==> config.mk <==
export PLATFORM = sky130hd
export DESIGN_NAME = tpos_output_stage
export DESIGN_NICKNAME = d
export VERILOG_FILES = /design/src/hw/tpos_pkg.sv /design/src/hw/tpos_output_stage.sv
export SDC_FILE = /design/constraint.sdc
export NUM_CORES = 1
export LEC_CHECK = 0
export ABC_AREA = 1
export ABC_CLOCK_PERIOD_IN_PS = 4200
export BUFFER_PORTS_ARGS = -buffer_cell sky130_fd_sc_hd__buf_2
export CAP_MARGIN = 20
export CORE_MARGIN = 2
export CORE_UTILIZATION = 50
export CTS_BUF_LIST = sky130_fd_sc_hd__clkbuf_4 sky130_fd_sc_hd__clkbuf_8
export DETAILED_ROUTE_END_ITERATION = 10
export PLACE_DENSITY_LB_ADDON = 0.3
export SLEW_MARGIN = 20
export SYNTH_ARGS = -nofsm -noshare
export SYNTH_HDL_FRONTEND = slang
export SYNTH_SLANG_ARGS = --single-unit
==> constraint.sdc <==
create_clock -name aclk -period 4.2 [get_ports aclk]
set_clock_uncertainty 0.1 [all_clocks]
set_input_delay 0.84 -clock aclk [delete_from_list [all_inputs] [get_ports aclk]]
set_output_delay 0.84 -clock aclk [all_outputs]
set_load 0.01 [all_outputs]
==> src/hw/tpos_pkg.sv <==
package tpos_pkg;

  localparam int unsigned CLK_HZ = 10_000_000;

  // register byte addresses
  localparam logic [7:0] ADDR_CTRL   = 8'h00;
  localparam logic [7:0] ADDR_STATUS = 8'h04;
  localparam logic [7:0] ADDR_DEAD   = 8'h08;
  localparam logic [7:0] ADDR_PBUF   = 8'h0c;
  localparam logic [7:0] ADDR_DUTY_U = 8'h10;
  localparam logic [7:0] ADDR_DUTY_V = 8'h14;
  localparam logic [7:0] ADDR_DUTY_W = 8'h18;
  localparam logic [7:0] ADDR_PDATA  = 8'h1c;
  localparam logic [7:0] ADDR_COUNT  = 8'h20;
  localparam logic [7:0] ADDR_PINS   = 8'h24;

  // control register bits
  localparam int unsigned CTL_RUN      = 0;
  localparam int unsigned CTL_OUT_EN   = 1;
  localparam int unsigned CTL_POS_LVL  = 2;
  localparam int unsigned CTL_NEG_LVL  = 3;
  localparam int unsigned CTL_CREST_IE = 4;
  localparam int unsigned CTL_TROUGH_IE = 5;
  localparam int unsigned CTL_XFER_CR  = 6;
  localparam int unsigned CTL_XFER_TR  = 7;
  localparam int unsigned CTL_DMA_EN   = 8;
  localparam logic [8:0]  CTL_RESET    = 9'h00c;

  // status register bits
  localparam int unsigned ST_CREST  = 0;
  localparam int unsigned ST_TROUGH = 1;

  localparam logic [1:0] RESP_OKAY   = 2'h0;
  localparam logic [1:0] RESP_SLVERR = 2'h2;
  localparam logic [15:0] CNT_RESET  = 16'h0000;
  localparam logic [15:0] PER_RESET  = 16'hffff;

  typedef struct packed {
    logic        awvalid;
    logic [7:0]  awaddr;
    logic        wvalid;
    logic [31:0] wdata;
    logic [3:0]  wstrb;
    logic        bready;
    logic        arvalid;
    logic [7:0]  araddr;
    logic        rready;
  } tpos_axi_req_t;

  typedef struct packed {
    logic        awready;
    logic        wready;
    logic        bvalid;
    logic [1:0]  bresp;
    logic        arready;
    logic        rvalid;
    logic [31:0] rdata;
    logic [1:0]  rresp;
  } tpos_axi_rsp_t;

  // per-phase waveforms from the compare and dead-time core, index 0=u
  typedef struct packed {
    logic [2:0] compare_wave_a;
    logic [2:0] compare_wave_b;
    logic [2:0] deadtime_wave_a;
    logic [2:0] deadtime_wave_b;
  } tpos_wave_t;

endpackage : tpos_pkg

==> src/hw/tpos_output_stage.sv <==
// The AXI4-Lite interface to the registers and the address map were decided locally.
`timescale 1ns/100ps
module tpos_output_stage
  import tpos_pkg::*;
(
  input  wire logic          aclk,
  input  wire logic          aresetn,
  input  wire tpos_axi_req_t axi_req,
  output tpos_axi_rsp_t      axi_rsp,
  input  wire tpos_wave_t    wave,
  input  wire logic          counter_clear_n,
  input  wire logic [3:0]    shutdown_req_n,
  input  wire logic          clock_stop_det,
  input  wire logic [1:0]    transfer_ack,
  output logic [5:0]         pwm_pin_o,
  output logic [5:0]         pwm_pin_oe,
  output logic               period_toggle_output,
  output logic               crest_irq,
  output logic               trough_irq,
  output logic [1:0]         transfer_req
);

  typedef struct packed {
    tpos_axi_rsp_t rsp;
    logic          aw_have;
    logic [7:0]    aw_addr;
    logic          w_have;
    logic [31:0]   w_data;
    logic [3:0]    w_strb;
    logic [8:0]    timer_control_reg;
    logic [1:0]    compare_flag;
    logic [1:0]    flag_armed;
    logic [15:0]   deadtime_reg;
    logic [15:0]   period_buffer_reg;
    logic [15:0]   period_data_reg;
    logic [2:0][15:0] duty_buf;
    logic [2:0][15:0] duty_act;
    logic [15:0]   carrier_counter;
    logic          count_up;
    logic [1:0]    match;
    logic [1:0]    clr_sync;
    logic          clr_prev;
    logic [3:0]    sd_meta;
    logic [3:0]    sd_sync;
    logic [1:0]    stop_sync;
    logic [5:0]    pin;
    logic [5:0]    oe;
    logic          toggle;
    logic          crest_irq;
    logic          trough_irq;
    logic [1:0]    xfer_req;
  } tpos_state_t;

  tpos_state_t st_r;
  tpos_state_t st_nxt;

  function automatic logic [15:0] merge16(input logic [15:0] old,
                                          input logic [31:0] d,
                                          input logic [3:0]  s);
    logic [15:0] r;
    r = old;
    if (s[0]) r[7:0] = d[7:0];
    if (s[1]) r[15:8] = d[15:8];
    return r;
  endfunction : merge16

  function automatic logic map_ok(input logic [7:0] a);
    return (a[1:0] == 2'h0) && (a <= ADDR_PINS);
  endfunction : map_ok

  // level bit one passes the waveform, zero drives its inverse
  function automatic logic lvl(input logic sel,
                               input logic w);
    return sel ? w : !w;
  endfunction : lvl

  // one phase: {negative, positive} generation levels
  function automatic logic [1:0] gen_phase(input logic        ca,
                                           input logic        cb,
                                           input logic        da,
                                           input logic        db,
                                           input logic [15:0] duty,
                                           input logic [15:0] per);
    logic [1:0] r;
    r = {cb && da, ca && db};
    if (duty == 16'h0000)
      r = 2'b01;
    else if (duty > per)
      r = 2'b10;
    return r;
  endfunction : gen_phase

  // read decode; unmapped words read as zero
  function automatic logic [31:0] rd_word(input tpos_state_t s,
                                          input logic [7:0]  a);
    logic [31:0] r;
    case (a)
      ADDR_CTRL:   r = {23'h0, s.timer_control_reg};
      ADDR_STATUS: r = {30'h0, s.compare_flag};
      ADDR_DEAD:   r = {16'h0, s.deadtime_reg};
      ADDR_PBUF:   r = {16'h0, s.period_buffer_reg};
      ADDR_DUTY_U: r = {16'h0, s.duty_buf[0]};
      ADDR_DUTY_V: r = {16'h0, s.duty_buf[1]};
      ADDR_DUTY_W: r = {16'h0, s.duty_buf[2]};
      ADDR_PDATA:  r = {16'h0, s.period_data_reg};
      ADDR_COUNT:  r = {15'h0, s.count_up, s.carrier_counter};
      ADDR_PINS:   r = {25'h0, s.stop_sync[1], ~s.sd_sync, s.oe[0],
                        s.toggle};
      default:     r = 32'h0;
    endcase
    return r;
  endfunction : rd_word

  logic [15:0] two_td;
  logic        clr_fall;
  logic        shut;
  logic        wr_go;
  logic        rd_go;
  logic [31:0] rd_val;
  logic [5:0]  og;
  logic        xfer;
  logic [16:0] per_sum;

  always_comb begin
    st_nxt = st_r;
    two_td = {st_r.deadtime_reg[14:0], 1'b0};
    clr_fall = st_r.clr_prev && !st_r.clr_sync[1];
    shut = !(&st_r.sd_sync) || st_r.stop_sync[1];

    // input synchronisers
    st_nxt.clr_sync = {st_r.clr_sync[0], counter_clear_n};
    st_nxt.clr_prev = st_r.clr_sync[1];
    st_nxt.sd_meta = shutdown_req_n;
    st_nxt.sd_sync = st_r.sd_meta;
    st_nxt.stop_sync = {st_r.stop_sync[0], clock_stop_det};

    // carrier counter
    if (st_r.timer_control_reg[CTL_RUN]) begin
      if (clr_fall) begin
        st_nxt.carrier_counter = two_td;
        st_nxt.count_up = 1'b1;
      end else if (st_r.count_up) begin
        if (st_r.carrier_counter >= st_r.period_data_reg) begin
          st_nxt.count_up = 1'b0;
          st_nxt.carrier_counter = st_r.carrier_counter - 16'h0001;
        end else begin
          st_nxt.carrier_counter = st_r.carrier_counter + 16'h0001;
        end
      end else begin
        if (st_r.carrier_counter <= two_td) begin
          st_nxt.count_up = 1'b1;
          st_nxt.carrier_counter = st_r.carrier_counter + 16'h0001;
        end else begin
          st_nxt.carrier_counter = st_r.carrier_counter - 16'h0001;
        end
      end
      st_nxt.toggle = st_nxt.count_up;
    end
    // while halted the counter, its direction and the toggle are held; the synchronisers keep sampling

    // compare matches; flags follow one clock later
    st_nxt.match[ST_CREST] = st_r.timer_control_reg[CTL_RUN]
      && (st_r.carrier_counter == st_r.period_data_reg);
    st_nxt.match[ST_TROUGH] = st_r.timer_control_reg[CTL_RUN]
      && (st_r.carrier_counter == two_td);

    // buffer transfer at selected extreme, or at once while halted
    xfer = !st_r.timer_control_reg[CTL_RUN]
      || (st_r.match[ST_CREST] && st_r.timer_control_reg[CTL_XFER_CR])
      || (st_r.match[ST_TROUGH] && st_r.timer_control_reg[CTL_XFER_TR]);
    per_sum = {1'b0, st_r.period_buffer_reg} + {1'b0, two_td};
    if (xfer) begin
      st_nxt.period_data_reg = per_sum[15:0];
      st_nxt.duty_act = st_r.duty_buf;
    end

    // output generation
    for (int p = 0; p < 3; p++) begin
      {og[p+3], og[p]} = gen_phase(wave.compare_wave_a[p],
        wave.compare_wave_b[p], wave.deadtime_wave_a[p],
        wave.deadtime_wave_b[p], st_r.duty_act[p],
        st_r.period_data_reg);
    end
    // pins only move while running, so a halt freezes them
    if (st_r.timer_control_reg[CTL_RUN]) begin
      for (int p = 0; p < 3; p++) begin
        // level one passes, zero inverts
        st_nxt.pin[p] = lvl(st_r.timer_control_reg[CTL_POS_LVL],
          og[p]);
        st_nxt.pin[p+3] = lvl(st_r.timer_control_reg[CTL_NEG_LVL],
          og[p+3]);
      end
    end
    // protection overrides the enable three edges after the request input, through the synchroniser
    // clock loss is seen only through the external detector input
    st_nxt.oe = (st_r.timer_control_reg[CTL_OUT_EN] && !shut)
      ? 6'h3f : 6'h00;

    // axi write side
    if (axi_req.awvalid && st_r.rsp.awready) begin
      st_nxt.aw_have = 1'b1;
      st_nxt.aw_addr = axi_req.awaddr;
    end
    if (axi_req.wvalid && st_r.rsp.wready) begin
      st_nxt.w_have = 1'b1;
      st_nxt.w_data = axi_req.wdata;
      st_nxt.w_strb = axi_req.wstrb;
    end
    if (st_r.rsp.bvalid && axi_req.bready) st_nxt.rsp.bvalid = 1'b0;
    wr_go = st_r.aw_have && st_r.w_have && !st_r.rsp.bvalid;
    if (wr_go) begin
      st_nxt.aw_have = 1'b0;
      st_nxt.w_have = 1'b0;
      st_nxt.rsp.bvalid = 1'b1;
      st_nxt.rsp.bresp = map_ok(st_r.aw_addr) ? RESP_OKAY : RESP_SLVERR;
      case (st_r.aw_addr)
        ADDR_CTRL: begin
          if (st_r.w_strb[0])
            st_nxt.timer_control_reg[7:0] = st_r.w_data[7:0];
          if (st_r.w_strb[1])
            st_nxt.timer_control_reg[8] = st_r.w_data[8];
        end
        ADDR_STATUS: begin
          if (st_r.w_strb[0]) begin
            for (int f = 0; f < 2; f++) begin
              if (!st_r.w_data[f] && st_r.flag_armed[f]) begin
                st_nxt.compare_flag[f] = 1'b0;
                st_nxt.flag_armed[f] = 1'b0;
              end
            end
          end
        end
        ADDR_DEAD: st_nxt.deadtime_reg =
          merge16(st_r.deadtime_reg, st_r.w_data, st_r.w_strb);
        ADDR_PBUF: st_nxt.period_buffer_reg =
          merge16(st_r.period_buffer_reg, st_r.w_data, st_r.w_strb);
        ADDR_DUTY_U: st_nxt.duty_buf[0] =
          merge16(st_r.duty_buf[0], st_r.w_data, st_r.w_strb);
        ADDR_DUTY_V: st_nxt.duty_buf[1] =
          merge16(st_r.duty_buf[1], st_r.w_data, st_r.w_strb);
        ADDR_DUTY_W: st_nxt.duty_buf[2] =
          merge16(st_r.duty_buf[2], st_r.w_data, st_r.w_strb);
        default: begin
        end
      endcase
    end
    st_nxt.rsp.awready = !st_nxt.aw_have;
    st_nxt.rsp.wready = !st_nxt.w_have;

    // axi read side
    rd_val = rd_word(st_r, axi_req.araddr);
    if (st_r.rsp.rvalid && axi_req.rready) st_nxt.rsp.rvalid = 1'b0;
    rd_go = axi_req.arvalid && st_r.rsp.arready;
    if (rd_go) begin
      st_nxt.rsp.rvalid = 1'b1;
      st_nxt.rsp.rdata = rd_val;
      st_nxt.rsp.rresp = map_ok(axi_req.araddr) ? RESP_OKAY : RESP_SLVERR;
      // a flag seen as one may now be cleared by a zero write
      if (axi_req.araddr == ADDR_STATUS)
        st_nxt.flag_armed = st_nxt.flag_armed | st_r.compare_flag;
    end
    st_nxt.rsp.arready = !st_nxt.rsp.rvalid;

    // acknowledged transfers clear their flag
    for (int f = 0; f < 2; f++) begin
      if (transfer_ack[f] && st_r.xfer_req[f]) begin
        st_nxt.compare_flag[f] = 1'b0;
        st_nxt.flag_armed[f] = 1'b0;
      end
    end
    // a new match wins over any clear in the same cycle
    st_nxt.compare_flag = st_nxt.compare_flag | st_r.match;
    st_nxt.flag_armed = st_nxt.flag_armed & st_nxt.compare_flag;

    // requests follow the flag value that is being registered
    st_nxt.crest_irq = st_nxt.compare_flag[ST_CREST]
      && st_r.timer_control_reg[CTL_CREST_IE];
    st_nxt.trough_irq = st_nxt.compare_flag[ST_TROUGH]
      && st_r.timer_control_reg[CTL_TROUGH_IE];
    st_nxt.xfer_req = st_r.timer_control_reg[CTL_DMA_EN]
      ? st_nxt.compare_flag : 2'h0;
  end

  always_ff @(posedge aclk) begin
    if (!aresetn) begin
      st_r <= '0;
      st_r.rsp.awready <= 1'b1;
      st_r.rsp.wready <= 1'b1;
      st_r.rsp.arready <= 1'b1;
      st_r.timer_control_reg <= CTL_RESET;
      st_r.period_data_reg <= PER_RESET;
      st_r.carrier_counter <= CNT_RESET;
      st_r.count_up <= 1'b1;
      st_r.toggle <= 1'b1;
      st_r.clr_sync <= 2'h3;
      st_r.clr_prev <= 1'b1;
      st_r.sd_meta <= 4'hf;
      st_r.sd_sync <= 4'hf;
    end else begin
      st_r <= st_nxt;
    end
  end

  assign axi_rsp = st_r.rsp;
  assign pwm_pin_o = st_r.pin;
  assign pwm_pin_oe = st_r.oe;
  assign period_toggle_output = st_r.toggle;
  assign crest_irq = st_r.crest_irq;
  assign trough_irq = st_r.trough_irq;
  assign transfer_req = st_r.xfer_req;

endmodule : tpos_output_stage

---- Word-level counts from Yosys, hierarchy flattened ----
Index checks and enable logic that the tools add are counted.
word-level totals
  flip-flop bits (word level) ............. 292
  bits of input ports ..................... 79
  output and inout port bits .............. 58
  word-level logic and storage cells ...... 192
cells by class
  add/subtract/negate cells ............... 3
  magnitude comparators ................... 7
  equal/unequal tests ..................... 17
  mux-type cells .......................... 49
  bitwise logic cells ..................... 4
  reduce and logical (&&, ||, !) cells .... 68
operator list
  cell                                                                               number
  17-bit one-hot mux with 10 select lines                                            1
  16-bit 2-to-1 mux                                                                  4
  8-bit by 5-bit == test with 1-bit output (second input constant)                   7
  16-bit greater-than comparator                                                     3
  16-bit logical NOT                                                                 3
  37-bit 2-to-1 mux                                                                  1
  36-bit 2-to-1 mux                                                                  1
  3-bit AND reduction                                                                12
  35-bit 2-to-1 mux                                                                  1
  17-bit 2-to-1 mux                                                                  2
  16-bit == test                                                                     2
  8-bit by 4-bit == test with 1-bit output (second input constant)                   4
  8-bit 2-to-1 mux                                                                   4
  1-bit logical AND                                                                  27
  1-bit 2-to-1 mux                                                                   20
  2-bit 2-to-1 mux                                                                   10
  16-bit by 1-bit adder with 16-bit output (second input constant)                   1
  16-bit adder                                                                       1
  8-bit by 3-bit == test with 1-bit output (second input constant)                   2
  8-bit by 6-bit == test with 1-bit output (second input constant)                   2
  16-bit >= comparator                                                               1
  16-bit less-or-equal comparator                                                    1
  8-bit by 6-bit less-or-equal comparator with 1-bit output (second input constant)  2
  1-bit logical NOT                                                                  16
  14 further kinds                                                                   20

---- Depth between registers and ports, before layout ----
Gate-level depths: netlist (run 1).
  depth after elaboration ................. 11
  depth in mapped cells ................... 18
  gate-level depth less buffers ........... 17

---- Least setup slack after synthesis (run 1) ----
OpenSTA, ideal clock, no wires.
  kind .................................... input -> register
  start ................................... in axi_req[8] (netlist name)
  end ..................................... reg st_r (netlist bit axi_rsp[5])
  setup time .............................. 0.070 ns
  arrival ................................. 1.869 ns
  data required time ...................... 4.030 ns
  slack ................................... 2.160 ns
  cell stages on the path ................. 10
  buffers on the path ..................... 1
  cells stage by stage .................... nor2_1 nand3_1 inv_2 nand2_1 buf_2 o22ai_1 a21oi_1 nand3_1 nand2_1 a21oi_1
on the way
  word-level cells in the longest chain between the ends .. 2
  elaborated cells between the ends (all ways) .. 11
  those cells by class .................... eq/ne (9); mux (1); reduce/logical (1)
ends and longest elaborated chain
  item                                                                    RTL line                  source
  start: declaration                                                      tpos_output_stage.sv:8    input wire tpos_axi_req_t axi_req,
  8-bit by 6-bit == test with 1-bit output, or another cell as far along  tpos_output_stage.sv:97   case (a)
  17-bit one-hot mux with 10 select lines (*)                             tpos_output_stage.sv:97
  end signal: assignment                                                  tpos_output_stage.sv:300  st_r <= st_nxt;
  end: declaration                                                        tpos_output_stage.sv:54   tpos_state_t st_r;
Every way passes the cells marked *; elsewhere a longest branch is shown, timed or not.
A chain may end at the register's enable or synchronous reset.

---- Worst setup path after layout (run 1) ----
  start ................................... reg st_r[160] (netlist name)
  end ..................................... reg st_r (netlist bit period_toggle_output)
on the way
  word-level cells in the longest chain between the ends .. 4
ends and longest elaborated chain
  item                  RTL line                  source
  16-bit >= comparator  tpos_output_stage.sv:143  if (st_r.carrier_counter >= st_r.period_data_reg) begin
  1-bit 2-to-1 mux      tpos_output_stage.sv:143
  17-bit 2-to-1 mux     tpos_output_stage.sv:142  end else if (st_r.count_up) begin
  17-bit 2-to-1 mux     tpos_output_stage.sv:139  if (clr_fall) begin
No other way between the ends.

==> load_flow_metrics.sql, run 1 <==
INSERT INTO impl_metrics (metric_group, metric, value, unit) VALUES
('setup_path', 'rr_endpoint', 'period_toggle_output', ''),
('worst_hold_path', 'holdCritPathClass', 'reg -> reg', ''),
('floorplanning', 'design.die.area', '29800', 'um^2'),
('setup_path', 'worst-endpoint-arrival', '3260', 'ps'),
('logic_synthesis', 'synthFlopType', 'sky130_fd_sc_hd__dfxtp_1', ''),
('floorplanning', 'fp.dieW', '173', 'um'),
('setup_path', 'cp_cell_sequence', 'inv_1 > ha_1 > nand2_1 > nor2_1 > nand2_1 > inv_1 > nand2_1 > nand2_2 > nand2_1 > nand2_1 > inv_1 > o21ai_0 > o211ai_1', ''),
('setup_path', 'cp.depth', '13', ''),
('drt', 'wl_per_cell', '17.6', 'um'),
('setup_path', 'reg2regPathDepth', '13', ''),
('logic_synthesis', 'post_synth.cell_area_avg', '7.09', 'um^2'),
('power_and_ir_drop', 'power.static_leakage', '7.09', 'nW'),
('floorplanning', 'io-pin-count', '137', ''),
('setup_path', 'end_kind', 'flop', ''),
('grt', 'grt_most_used_layer', 'met2', ''),
('clocking', 'cts.hold.buffers_added', '0', ''),
('sta', 'layout_worst_path_cycle_share', '0.707', ''),
('finish', 'syn2layout_area_growth', '9.16', '%'),
('power_and_ir_drop', 'power.combinational.fraction', '0.061', ''),
('logic_synthesis', 'synth_warnings', '0', ''),
('setup_path', 'crit_path_launch_type', 'flop', ''),
('setup_path', 'timing.critical_path.from', 'st_r[160]', ''),
('floorplanning', 'std_cell_rows', '61', ''),
('drt', 'router_iterations_before_antenna_repair', '6', ''),
('logic_synthesis', 'synthesis.area', '14200', 'um^2'),
('sta', 'setup_repair_after_global_routing_missed_its_margin', 'no', ''),
('job', 'max_cap_viols', '0', ''),
('sta', 'final_critical_delay_including_setup_and_external_delays', '2970', 'ps'),
('drt', 'finalWirelength', '43200', 'um'),
('sta', 'timing.setup.tns', '0', 'ps'),
('clocking', 'max-clock-path-buffers', '3', ''),
('grt', 'first_global_vias', '12500', ''),
('logic_synthesis', 'seq_area_frac_synth', '0.355', ''),
('finish', 'design_area', '15500', 'um^2'),
('placed_design', 'gp_congestion', '0.949', ''),
('logic_synthesis', 'ys_seq_elements', '252', ''),
('grt', 'grt_resource_usage_total', '0.280', ''),
('logic_synthesis', 'synth.lib_cells_used.distinct', '51', ''),
('setup_path', 'worst-path-max-fanout', '13', ''),
('clocking', 'cts_resized', '0', ''),
('power_and_ir_drop', 'clockPowerShare', '0.474', ''),
('clocking', 'post-cts-setup-buffers', '0', ''),
('setup_path', 'worstReg2RegStart', 'st_r[160]', ''),
('floorplanning', 'initial_utilization', '0.509', ''),
('power_and_ir_drop', 'p_sw', '0.00134', 'W'),
('placed_design', 'hpwlAfterDp', '31800', 'um'),
('clocking', 'cts_h_tree_lvls', '2', ''),
('clocking', 'cts-buffers-inserted', '44', ''),
('grt', 'grt_antenna_before_repair', '1', ''),
('setup_path', 'timing.critical_path.mode_cell', 'sky130_fd_sc_hd__nand2_1', ''),
('setup_path', 'setup.reg_to_reg.worst_slack', '1230', 'ps'),
('finish', 'post-route-util', '0.556', ''),
('floorplanning', 'die_h', '173', 'um'),
('power_and_ir_drop', 'pwr_density_cell', '346', 'nW/um^2'),
('clocking', 'cts_sinks', '252', ''),
('sta', 'max_slew_headroom', '0.282', ''),
('setup_path', 'worstPathBufferInverterCount', '3', ''),
('sta', 'report.final.hold_viol_count', '0', ''),
('sta', 'timing_max_transition_violations_final', '0', ''),
('setup_path', 'cpMaxStageDelayCell', 'sky130_fd_sc_hd__nand2_2', ''),
('grt', 'maximum_number_of_pins_on_one_net_before_global_route_repair', '104', ''),
('floorplanning', 'core_area', '27900', 'um^2'),
('clocking', 'cts.clk_slew.worst_paths', '60', 'ps'),
('status', 'run_status', 'finished, final reports clean', ''),
('finish', 'antennaDiodeCount', '0', ''),
('setup_path', 'timing_worst_setup_path_type', 'reg -> reg', ''),
('logic_synthesis', 'async_reset_ff_frac', '0', ''),
('drt', 'route.vias.total', '13800', ''),
('setup_path', 'critPathRequiredTime', '4490', 'ps'),
('drt', 'detail-route-antenna-nets', '0', ''),
('finish', 'final_layout_size_suffix_gt1_frac', '0.141', '');
-- power groups by stage --
stage	Combinational (W)	Clock [W]	Sequential [W]
2_1_floorplan	0.000248	0	0.00252
3_3_place_gp	0.000317	0	0.00255
3_5_place_dp	0.000324	0	0.00255
4_1_cts	0.000326	0.00257	0.00249
5_1_grt	0.000370	0.00267	0.00250
6_report	0.000328	0.00254	0.00250
-- synth_stat cells, types with 7 or more instances --
| master | count | area, um^2 |
|---|---|---|
| sky130_fd_sc_hd__o22ai_1 | 26 | 163 |
| sky130_fd_sc_hd__or2_2 | 19 | 119 |
| sky130_fd_sc_hd__nand4_1 | 16 | 100 |
| sky130_fd_sc_hd__nor4_1 | 15 | 93.8 |
| sky130_fd_sc_hd__a21oi_1 | 226 | 1130 |
| sky130_fd_sc_hd__nor2_1 | 175 | 657 |
| sky130_fd_sc_hd__o211ai_1 | 14 | 105 |
| sky130_fd_sc_hd__o21ai_0 | 201 | 1010 |
| sky130_fd_sc_hd__inv_2 | 26 | 97.6 |
| sky130_fd_sc_hd__inv_1 | 183 | 687 |
| sky130_fd_sc_hd__buf_4 | 59 | 443 |
| sky130_fd_sc_hd__buf_2 | 16 | 80.1 |
| sky130_fd_sc_hd__nand3_1 | 104 | 521 |
| sky130_fd_sc_hd__ha_1 | 95 | 1190 |
| sky130_fd_sc_hd__nor2_2 | 16 | 100 |
| sky130_fd_sc_hd__nand2_2 | 7 | 43.8 |
| sky130_fd_sc_hd__a21oi_2 | 9 | 78.8 |
| sky130_fd_sc_hd__clkbuf_1 | 46 | 173 |
| sky130_fd_sc_hd__dfxtp_1 | 252 | 5040 |
| sky130_fd_sc_hd__nand2_1 | 394 | 1480 |
| sky130_fd_sc_hd__nor3_1 | 16 | 80.1 |
| sky130_fd_sc_hd__nor2_4 | 7 | 78.8 |
| sky130_fd_sc_hd__xor2_1 | 13 | 114 |
-- registers in the layout (all words and copies together), names as in the netlist --
| name | flops |
|---|---|
| st_nxt | 7 |
| transfer_req | 2 |
| crest_irq | 1 |
| trough_irq | 1 |
| pwm_pin_o | 6 |
| period_toggle_output | 1 |
| axi_rsp | 24 |
| st_r | 209 |
| pwm_pin_oe | 1 |
-- area by class of cell --
class	instances	area, um^2	share of cell area
repair buffers	113	598	0.0385
clock inverters	12	144	0.00927
well taps	378	473	0.0305
clock buffers	66	852	0.0549
flip-flops and latches	252	5040	0.325
multi-input cells	1421	7620	0.490
inverters	213	800	0.0515
-- cell families (layout without fill, tap and decap cells) --
kind of cell,after synthesis,after routing,share of synthesized area
AO/OA/AOI/OAI,511,511,0.194
XOR/XNOR,16,16,0.0104
adder cells (fa/ha/maj),96,96,0.0850
buffers and inverters,348,404,0.115
flip-flops,252,252,0.355
other,1,17,0.000264
AND/OR/NAND/NOR,781,781,0.241
-- routing by layer --
metal,wire length [um],up-vias
met5,0,-
met4,1780,0
met3,4100,117
met2,18800,689
met1,18500,6267
li1,-,6684
-- stage by stage --
step,setup WS [ps],hold WS [ps],std cells
2_1_floorplan,2160,290,2021
3_3_place_gp,1330,296,2377
3_5_place_dp,1270,297,2377
4_1_cts,1260,311,2455
5_1_grt,948,315,2455
6_report,1230,308,2455
-- worst reg2reg max path: stages, from the launching register on --
cell and delay (ps):
sky130_fd_sc_hd__dfxtp_1 330, sky130_fd_sc_hd__inv_1 140, sky130_fd_sc_hd__ha_1 330, sky130_fd_sc_hd__nand2_1 70
sky130_fd_sc_hd__nor2_1 150, sky130_fd_sc_hd__nand2_1 140, sky130_fd_sc_hd__inv_1 80, sky130_fd_sc_hd__nand2_1 330
sky130_fd_sc_hd__nand2_2 420, sky130_fd_sc_hd__nand2_1 110, sky130_fd_sc_hd__nand2_1 260, sky130_fd_sc_hd__inv_1 90
sky130_fd_sc_hd__o21ai_0 150, sky130_fd_sc_hd__o211ai_1 110
-- placed cells by master, fill, tap and decap left out, drive strengths merged, types with 66 or more instances in the layout --
cell and count:
clkbuf 66, nand2 403, inv 211, dfxtp 252, a21oi 235, nand3 106
buf 113, nor2 199, o21ai 209, ha 95
-- worst min path at each step --
stage,startpoint,end,slack (ps),cells past startpoint
floorplan,st_nxt[18],st_r[18],290,2
global placement,st_nxt[22],st_r[22],300,1
CTS,st_nxt[18],st_r[18],310,2
detailed placement,st_nxt[21],st_r[21],300,1
finish,st_nxt[18],st_r[18],310,2
global route,st_nxt[21],st_r[21],320,1
Note: power is estimated with default switching activity, not from simulation.
==> run 2: changes to the inputs <==
--- a/config.mk
+++ b/config.mk
@@ -6,7 +6,7 @@
 export NUM_CORES = 1
 export LEC_CHECK = 0
 export ABC_AREA = 1
-export ABC_CLOCK_PERIOD_IN_PS = 4200
+export ABC_CLOCK_PERIOD_IN_PS = 2600
 export BUFFER_PORTS_ARGS = -buffer_cell sky130_fd_sc_hd__buf_2
 export CAP_MARGIN = 20
 export CORE_MARGIN = 2
==> constraint.sdc (replaced) <==
create_clock -name aclk -period 2.6 [get_ports aclk]
set_clock_uncertainty 0.1 [all_clocks]
set_input_delay 0.52 -clock aclk [delete_from_list [all_inputs] [get_ports aclk]]
set_output_delay 0.52 -clock aclk [all_outputs]
set_load 0.01 [all_outputs]
==> run 2 against run 1 <==
Worst hold slack got worse by 270 ps. First-iteration DRC count up 4.8%. Maximum frequency grew 22%. Utilization up 0.99 points. Die area unchanged. Global-route usage up 0.85 points. Combinational power increased by 69%. Setup slack got worse by 1100 ps. Final area grew 1.8%. Largest power group is now registers. Critical path depth is the same. Register-to-register slack lost 1100 ps.
==> load_flow_metrics.sql, run 2 (synthesis results as in run 1) <==
INSERT INTO impl_metrics (metric_group, metric, value, unit) VALUES
('status', 'run_status', 'finished, final reports clean', ''),
('finish', 'final_layout_size_suffix_gt1_frac', '0.155', ''),
('finish', 'top_register', 'st_r', ''),
('worst_hold_path', 'hold_depth', '2', ''),
('sta', 'clock.fmax', '409', 'MHz'),
('power_and_ir_drop', 'vdd_ir_drop_max', '0.000449', 'V'),
('sta', 'max_slew_headroom', '0.457', ''),
('finish', 'mostFrequentLayoutCells', 'sky130_fd_sc_hd__nand2_1, sky130_fd_sc_hd__dfxtp_1, sky130_fd_sc_hd__a21oi_1', ''),
('placed_design', 'placement.io_buffers', '101', ''),
('drt', 'routed_via_density', '5.52', ''),
('setup_path', 'crit_path_launch_type', 'flop', ''),
('finish', 'num-nets-final', '2258', ''),
('drt', 'router_iterations_before_antenna_repair', '6', ''),
('clocking', 'cts_sinks', '252', ''),
('floorplanning', 'core_area', '27900', 'um^2'),
('job', 'max_cap_viols', '0', ''),
('drt', 'wl_per_cell', '17.8', 'um'),
('setup_path', 'worst-path-max-fanout', '10', ''),
('sta', 'setup_repair_after_global_routing_missed_its_margin', 'no', ''),
('grt', 'grt_antenna_before_repair', '1', ''),
('clocking', 'cts_resized', '0', ''),
('floorplanning', 'initial_utilization', '0.509', ''),
('grt', 'first_global_vias', '12900', ''),
('finish', 'final_common_cell', 'sky130_fd_sc_hd__nand2_1', ''),
('sta', 'finalHoldWorstSlack', '35.5', 'ps'),
('drt', 'route.vias.total', '13700', ''),
('clocking', 'post-cts-setup-buffers', '0', ''),
('clocking', 'max-clock-path-buffers', '3', ''),
('grt', 'grt_pass1_wl', '68800', 'um'),
('setup_path', 'setup.reg_to_reg.worst_slack', '160', 'ps'),
('grt', 'grt_overflow', '0', ''),
('worst_hold_path', 'holdCritPathClass', 'in -> reg', ''),
('clocking', 'worst_skew_pair.late_latency', '560', 'ps'),
('power_and_ir_drop', 'pwr_density_cell', '541', 'nW/um^2'),
('finish', 'antennaDiodeCount', '0', ''),
('finish', 'finalNonFillerCells', '2489', ''),
('drt', 'dr.first_iter.drc_count', '1436', ''),
('grt', 'maximum_number_of_pins_on_one_net_before_global_route_repair', '175', ''),
('floorplanning', 'die_h', '173', 'um'),
('clocking', 'cts-buffers-inserted', '44', ''),
('grt', 'grt_resource_usage_total', '0.288', ''),
('sta', 'report.final.hold_viol_count', '0', ''),
('clocking', 'cts.hold.buffers_added', '0', ''),
('floorplanning', 'std_cell_rows', '61', ''),
('clocking', 'cts_h_tree_lvls', '2', ''),
('setup_path', 'worst-endpoint-arrival', '2760', 'ps'),
('setup_path', 'timing_worst_setup_path_type', 'reg -> reg', ''),
('sta', 'final_critical_delay_including_setup_and_external_delays', '2440', 'ps'),
('clocking', 'tritoncts', 'yes', ''),
('drt', 'finalWirelength', '44300', 'um'),
('finish', 'flip_flop_count_of_the_largest_register_all_copies_and_words_added', '209', ''),
('floorplanning', 'fp.dieW', '173', 'um'),
('setup_path', 'critPathRequiredTime', '2920', 'ps'),
('placed_design', 'gp_congestion', '0.952', ''),
('sta', 'layout_worst_path_cycle_share', '0.940', ''),
('drt', 'drcViolationCount', '0', ''),
('finish', 'syn2layout_area_growth', '11.1', '%'),
('clocking', 'cts.clk_slew.worst_paths', '60', 'ps'),
('sta', 'timing_max_transition_violations_final', '0', ''),
('clocking', 'cts_root_buf', 'sky130_fd_sc_hd__clkbuf_8', ''),
('sta', 'worstMarginPinSlew', '807', 'ps'),
('setup_path', 'end_kind', 'flop', ''),
('floorplanning', 'design.die.area', '29800', 'um^2'),
('drt', 'detail-route-antenna-nets', '0', ''),
('sta', 'timing.setup.tns', '0', 'ps'),
('placed_design', 'dpl.cell_count', '2415', ''),
('placed_design', 'hpwlAfterDp', '33100', 'um'),
('floorplanning', 'io-pin-count', '137', ''),
('setup_path', 'reg2regPathDepth', '13', ''),
('sta', 'report.final.setup_viol', '0', ''),
('power_and_ir_drop', 'power.static_leakage', '7.28', 'nW');
==> run 2: cell type report <==
| cell class | count | area (um^2) |
|---|---|---|
| Clock buffer | 68 | 867 |
| Clock inverter | 6 | 83.8 |
| Fill cell | 2695 | 12100 |
| Inverter | 213 | 800 |
| Multi-Input combinational cell | 1421 | 7620 |
| Sequential cell | 252 | 5040 |
| Tap cell | 378 | 473 |
| Timing Repair Buffer | 151 | 921 |
==> run 2: report_power, final <==
group / internal, W / leakage [nW] / switching [W]
Combinational: 0.000187 / 4.72 / 0.000368
Clock: 0.00231 / 0.505 / 0.00166
Sequential: 0.00394 / 2.05 / 0.0000951
Total: 0.00643 / 7.28 / 0.00212
==> run 2: path summary, 6_finish.rpt <==
check / startpoint / to
setup reg to reg: st_r[191] / st_r[37]
setup / recovery: st_r[191] / st_r[37]
hold / removal: shutdown_req_n[3] / st_nxt[22]
hold reg to reg: st_nxt[19] / st_r[19]
==> run 2: layer usage <==
| metal | vias up | global-route usage | part of all wire |
|---|---|---|---|
| met4 | 0 | 0.117 | 0.041 |
| met5 | - | 0 | 0 |
| li1 | 6756 | - | - |
| met1 | 6250 | 0.387 | 0.43 |
| met2 | 618 | 0.468 | 0.45 |
| met3 | 116 | 0.0418 | 0.082 |
==> run 2: stage by stage <==
step                      total power, W  area, um^2  utilization  worst slack (ps)
after global routing             0.00884       15800        0.566              5.85
after floorplan                  0.00447       14300            -               614
after detailed placement         0.00466       14900        0.532               213
after global placement           0.00464       14900        0.532               239
after CTS                        0.00860       15800        0.566               181
final                            0.00856       15800        0.566               157
==> run 2: critical path: stages, from the launching register on <==
cell and delay, ps:
sky130_fd_sc_hd__dfxtp_1 390, sky130_fd_sc_hd__inv_1 110, sky130_fd_sc_hd__ha_1 320, sky130_fd_sc_hd__nand2_2 80, sky130_fd_sc_hd__nor2_4 140, sky130_fd_sc_hd__inv_2 60
sky130_fd_sc_hd__nor2_4 180, sky130_fd_sc_hd__nand4_4 250, sky130_fd_sc_hd__nand3_1 190, sky130_fd_sc_hd__nand2_1 180, sky130_fd_sc_hd__nand2_1 100, sky130_fd_sc_hd__nand3_1 70
sky130_fd_sc_hd__nand2_1 70, sky130_fd_sc_hd__a21oi_1 50
==> run 3: changes to the inputs <==
--- a/config.mk
+++ b/config.mk
@@ -13,7 +13,8 @@
 export CORE_UTILIZATION = 50
 export CTS_BUF_LIST = sky130_fd_sc_hd__clkbuf_4 sky130_fd_sc_hd__clkbuf_8
 export DETAILED_ROUTE_END_ITERATION = 10
-export PLACE_DENSITY_LB_ADDON = 0.3
+export HOLD_SLACK_MARGIN = 0.08
+export PLACE_DENSITY = 0.77
 export SLEW_MARGIN = 20
 export SYNTH_ARGS = -nofsm -noshare
 export SYNTH_HDL_FRONTEND = slang
==> run 3 against run 2 <==
Total power barely moved. Worst hold slack improved by 55 ps. Flip-flop and latch count unchanged. Setup slack worse by 12 ps. Register-to-register slack about the same. First-iteration DRC count down 11%. Clock power down 2%. Final area rose by 2.0%. Routed wire length up 5.3%. Cell count increased by 1.8%.
==> load_flow_metrics.sql, run 3 (synthesis results as in run 1) <==
INSERT INTO impl_metrics (metric_group, metric, value, unit) VALUES
('clocking', 'worst_skew_pair.late_latency', '590', 'ps'),
('sta', 'setup_repair_after_global_routing_missed_its_margin', 'no', ''),
('setup_path', 'slowest_delay', '410', 'ps'),
('drt', 'detail-route-antenna-nets', '0', ''),
('grt', 'grt_resource_usage_total', '0.305', ''),
('power_and_ir_drop', 'pwr_density_cell', '530', 'nW/um^2'),
('finish', 'flip_flop_count_of_the_largest_register_all_copies_and_words_added', '209', ''),
('sta', 'timing.setup.tns', '0', 'ps'),
('worst_hold_path', 'hold_path.startpoint', 'axi_req[26]', ''),
('floorplanning', 'initial_utilization', '0.509', ''),
('sta', 'report.final.setup_viol', '0', ''),
('floorplanning', 'core_area', '27900', 'um^2'),
('sta', 'finalHoldWorstSlack', '90.9', 'ps'),
('clocking', 'post-cts-setup-buffers', '0', ''),
('setup_path', 'timing_worst_setup_path_type', 'reg -> reg', ''),
('clocking', 'cts.clk_slew.worst_paths', '60', 'ps'),
('finish', 'post-route-util', '0.577', ''),
('clocking', 'cts_sinks', '252', ''),
('floorplanning', 'fp.dieW', '173', 'um'),
('drt', 'route.vias.total', '14200', ''),
('sta', 'worstMarginPinSlew', '632', 'ps'),
('setup_path', 'timing.critical_path.mode_cell', 'sky130_fd_sc_hd__nand2_1', ''),
('floorplanning', 'std_cell_rows', '61', ''),
('finish', 'mostFrequentLayoutCells', 'sky130_fd_sc_hd__nand2_1, sky130_fd_sc_hd__dfxtp_1, sky130_fd_sc_hd__a21oi_1', ''),
('power_and_ir_drop', 'p_seq_frac', '0.472', ''),
('sta', 'final_critical_delay_including_setup_and_external_delays', '2450', 'ps'),
('grt', 'grt_pass1_wl', '72400', 'um'),
('floorplanning', 'design.die.area', '29800', 'um^2'),
('clocking', 'cts-buffers-inserted', '43', ''),
('grt', 'grt_overflow', '0', ''),
('setup_path', 'worstReg2RegStart', 'st_r[162]', ''),
('drt', 'wl_met1', '19600', 'um'),
('job', 'max_cap_viols', '0', ''),
('drt', 'wire_length_on_met3', '4300', 'um'),
('power_and_ir_drop', 'p_sw', '0.00223', 'W'),
('worst_hold_path', 'hold_depth', '3', ''),
('drt', 'routed_via_density', '5.59', ''),
('setup_path', 'cpMaxStageDelayCell', 'sky130_fd_sc_hd__dfxtp_1', ''),
('setup_path', 'worst-endpoint-arrival', '2820', 'ps'),
('status', 'run_status', 'finished, final reports clean', ''),
('drt', 'drcViolationCount', '0', ''),
('setup_path', 'reg2regPathDepth', '17', ''),
('sta', 'layout_worst_path_cycle_share', '0.944', ''),
('setup_path', 'worstPathBufferInverterCount', '2', ''),
('worst_hold_path', 'hold-path-endpoint', 'st_r[221]', ''),
('sta', 'clock.fmax', '407', 'MHz'),
('setup_path', 'critPathRequiredTime', '2960', 'ps'),
('finish', 'syn2layout_area_growth', '13.4', '%'),
('finish', 'final.fill_count', '2671', ''),
('drt', 'finalWirelength', '46600', 'um'),
('power_and_ir_drop', 'power.static_leakage', '7.47', 'nW'),
('setup_path', 'crit_path_launch_type', 'flop', ''),
('placed_design', 'gp_congestion', '1.00', ''),
('power_and_ir_drop', 'switching_share', '0.260', ''),
('clocking', 'cts_h_tree_lvls', '2', ''),
('drt', 'wl_per_cell', '18.4', 'um'),
('floorplanning', 'io-pin-count', '137', ''),
('drt', 'met2_length', '20600', 'um'),
('grt', 'first_global_vias', '13300', ''),
('finish', 'antennaDiodeCount', '0', ''),
('grt', 'grt_antenna_before_repair', '3', ''),
('clocking', 'max-clock-path-buffers', '3', ''),
('finish', 'final_common_cell', 'sky130_fd_sc_hd__nand2_1', ''),
('worst_hold_path', 'holdCritPathClass', 'in -> reg', ''),
('sta', 'timing_max_transition_violations_final', '0', ''),
('grt', 'maximum_number_of_pins_on_one_net_before_global_route_repair', '83', ''),
('sta', 'report.final.hold_viol_count', '0', ''),
('power_and_ir_drop', 'internal_power', '0.00633', 'W'),
('clocking', 'tritoncts', 'yes', ''),
('finish', 'final_layout_size_suffix_gt1_frac', '0.168', ''),
('setup_path', 'worst-path-max-fanout', '5', ''),
('finish', 'num-nets-final', '2297', ''),
('sta', 'max_slew_headroom', '0.575', ''),
('setup_path', 'cp_cell_sequence', 'ha_1 > inv_1 > fa_1 > inv_1 > nand2_1 > nand2_1 > nand2_1 > nand2_1 > nand2_1 > nand2_1 > nand2_1 > nand2_1 > nand3_1 > nand2_1 > a21oi_1 > o21ai_0 > nand2_1', ''),
('finish', 'top_register', 'st_r', ''),
('drt', 'router_iterations_before_antenna_repair', '6', ''),
('power_and_ir_drop', 'clockPowerShare', '0.458', ''),
('floorplanning', 'die_h', '173', 'um'),
('drt', 'dr.first_iter.drc_count', '1273', ''),
('power_and_ir_drop', 'vdd_ir_drop_max', '0.000602', 'V'),
('clocking', 'cts_root_buf', 'sky130_fd_sc_hd__clkbuf_8', ''),
('placed_design', 'placement.io_buffers', '101', ''),
('setup_path', 'setup.reg_to_reg.worst_slack', '150', 'ps'),
('placed_design', 'hpwlAfterDp', '35400', 'um'),
('power_and_ir_drop', 'power.combinational.fraction', '0.070', ''),
('setup_path', 'end_kind', 'flop', ''),
('setup_path', 'cpLargestDelayFamily', 'simple AND/OR/NAND/NOR gates', ''),
('drt', 'highest_layer', 'met4', ''),
('setup_path', 'rr_endpoint', 'st_r[158]', '');
run 3: repair_timing:
action | in CTS | in global routing
hold buffers | 9 | 0
endpoints found under the hold margin | 9 | 0
resized for setup | 0 | 0
setup endpoints to repair | 0 | 0
run 3: final cells by class:
class,count,area [um^2],share of cell area
clock buffers,66,833,0.0517
clock inverters,13,114,0.00706
inverters,213,800,0.0496
multi-input cells,1421,7620,0.472
flip-flops and latches,252,5040,0.313
well taps,378,473,0.0293
repair buffers,191,1240,0.0771
run 3: layer usage:
metal	global-route usage	vias up
li1	-	6830
met1	0.405	6490
met2	0.498	701
met3	0.0418	153
met4	0.130	0
met5	0	-
run 3: stage by stage:
stage	setup slack (ps)	std cells	total power (W)	area, um^2
after floorplan	614	2021	0.00447	14300
after global placement	192	2446	0.00468	15100
after detailed placement	181	2446	0.00469	15100
after CTS	241	2534	0.00856	16100
after global routing	2.69	2534	0.00883	16100
final	145	2534	0.00855	16100
run 3: worst max-delay path by stage:
stage	startpoint	to	cells past startpoint
floorplan	st_r[177]	st_r[158]	17
global placement	axi_req[2]	axi_rsp[2]	12
detailed placement	axi_req[2]	axi_rsp[12]	10
CTS	st_r[162]	st_r[158]	17
global route	st_r[162]	st_r[158]	17
finish	st_r[162]	st_r[158]	17
run 3: power groups by stage:
stage	Sequential, W	Clock (W)	Combinational [W]
2_1_floorplan	0.00407	0	0.000400
3_3_place_gp	0.00411	0	0.000564
3_5_place_dp	0.00411	0	0.000580
4_1_cts	0.00403	0.00394	0.000593
5_1_grt	0.00404	0.00412	0.000666
6_report	0.00404	0.00391	0.000598
run 3: worst min-delay path, stage by stage:
cell and delay [ps]:
sky130_fd_sc_hd__buf_2 80, sky130_fd_sc_hd__o21ai_0 70, sky130_fd_sc_hd__nor2_1 80
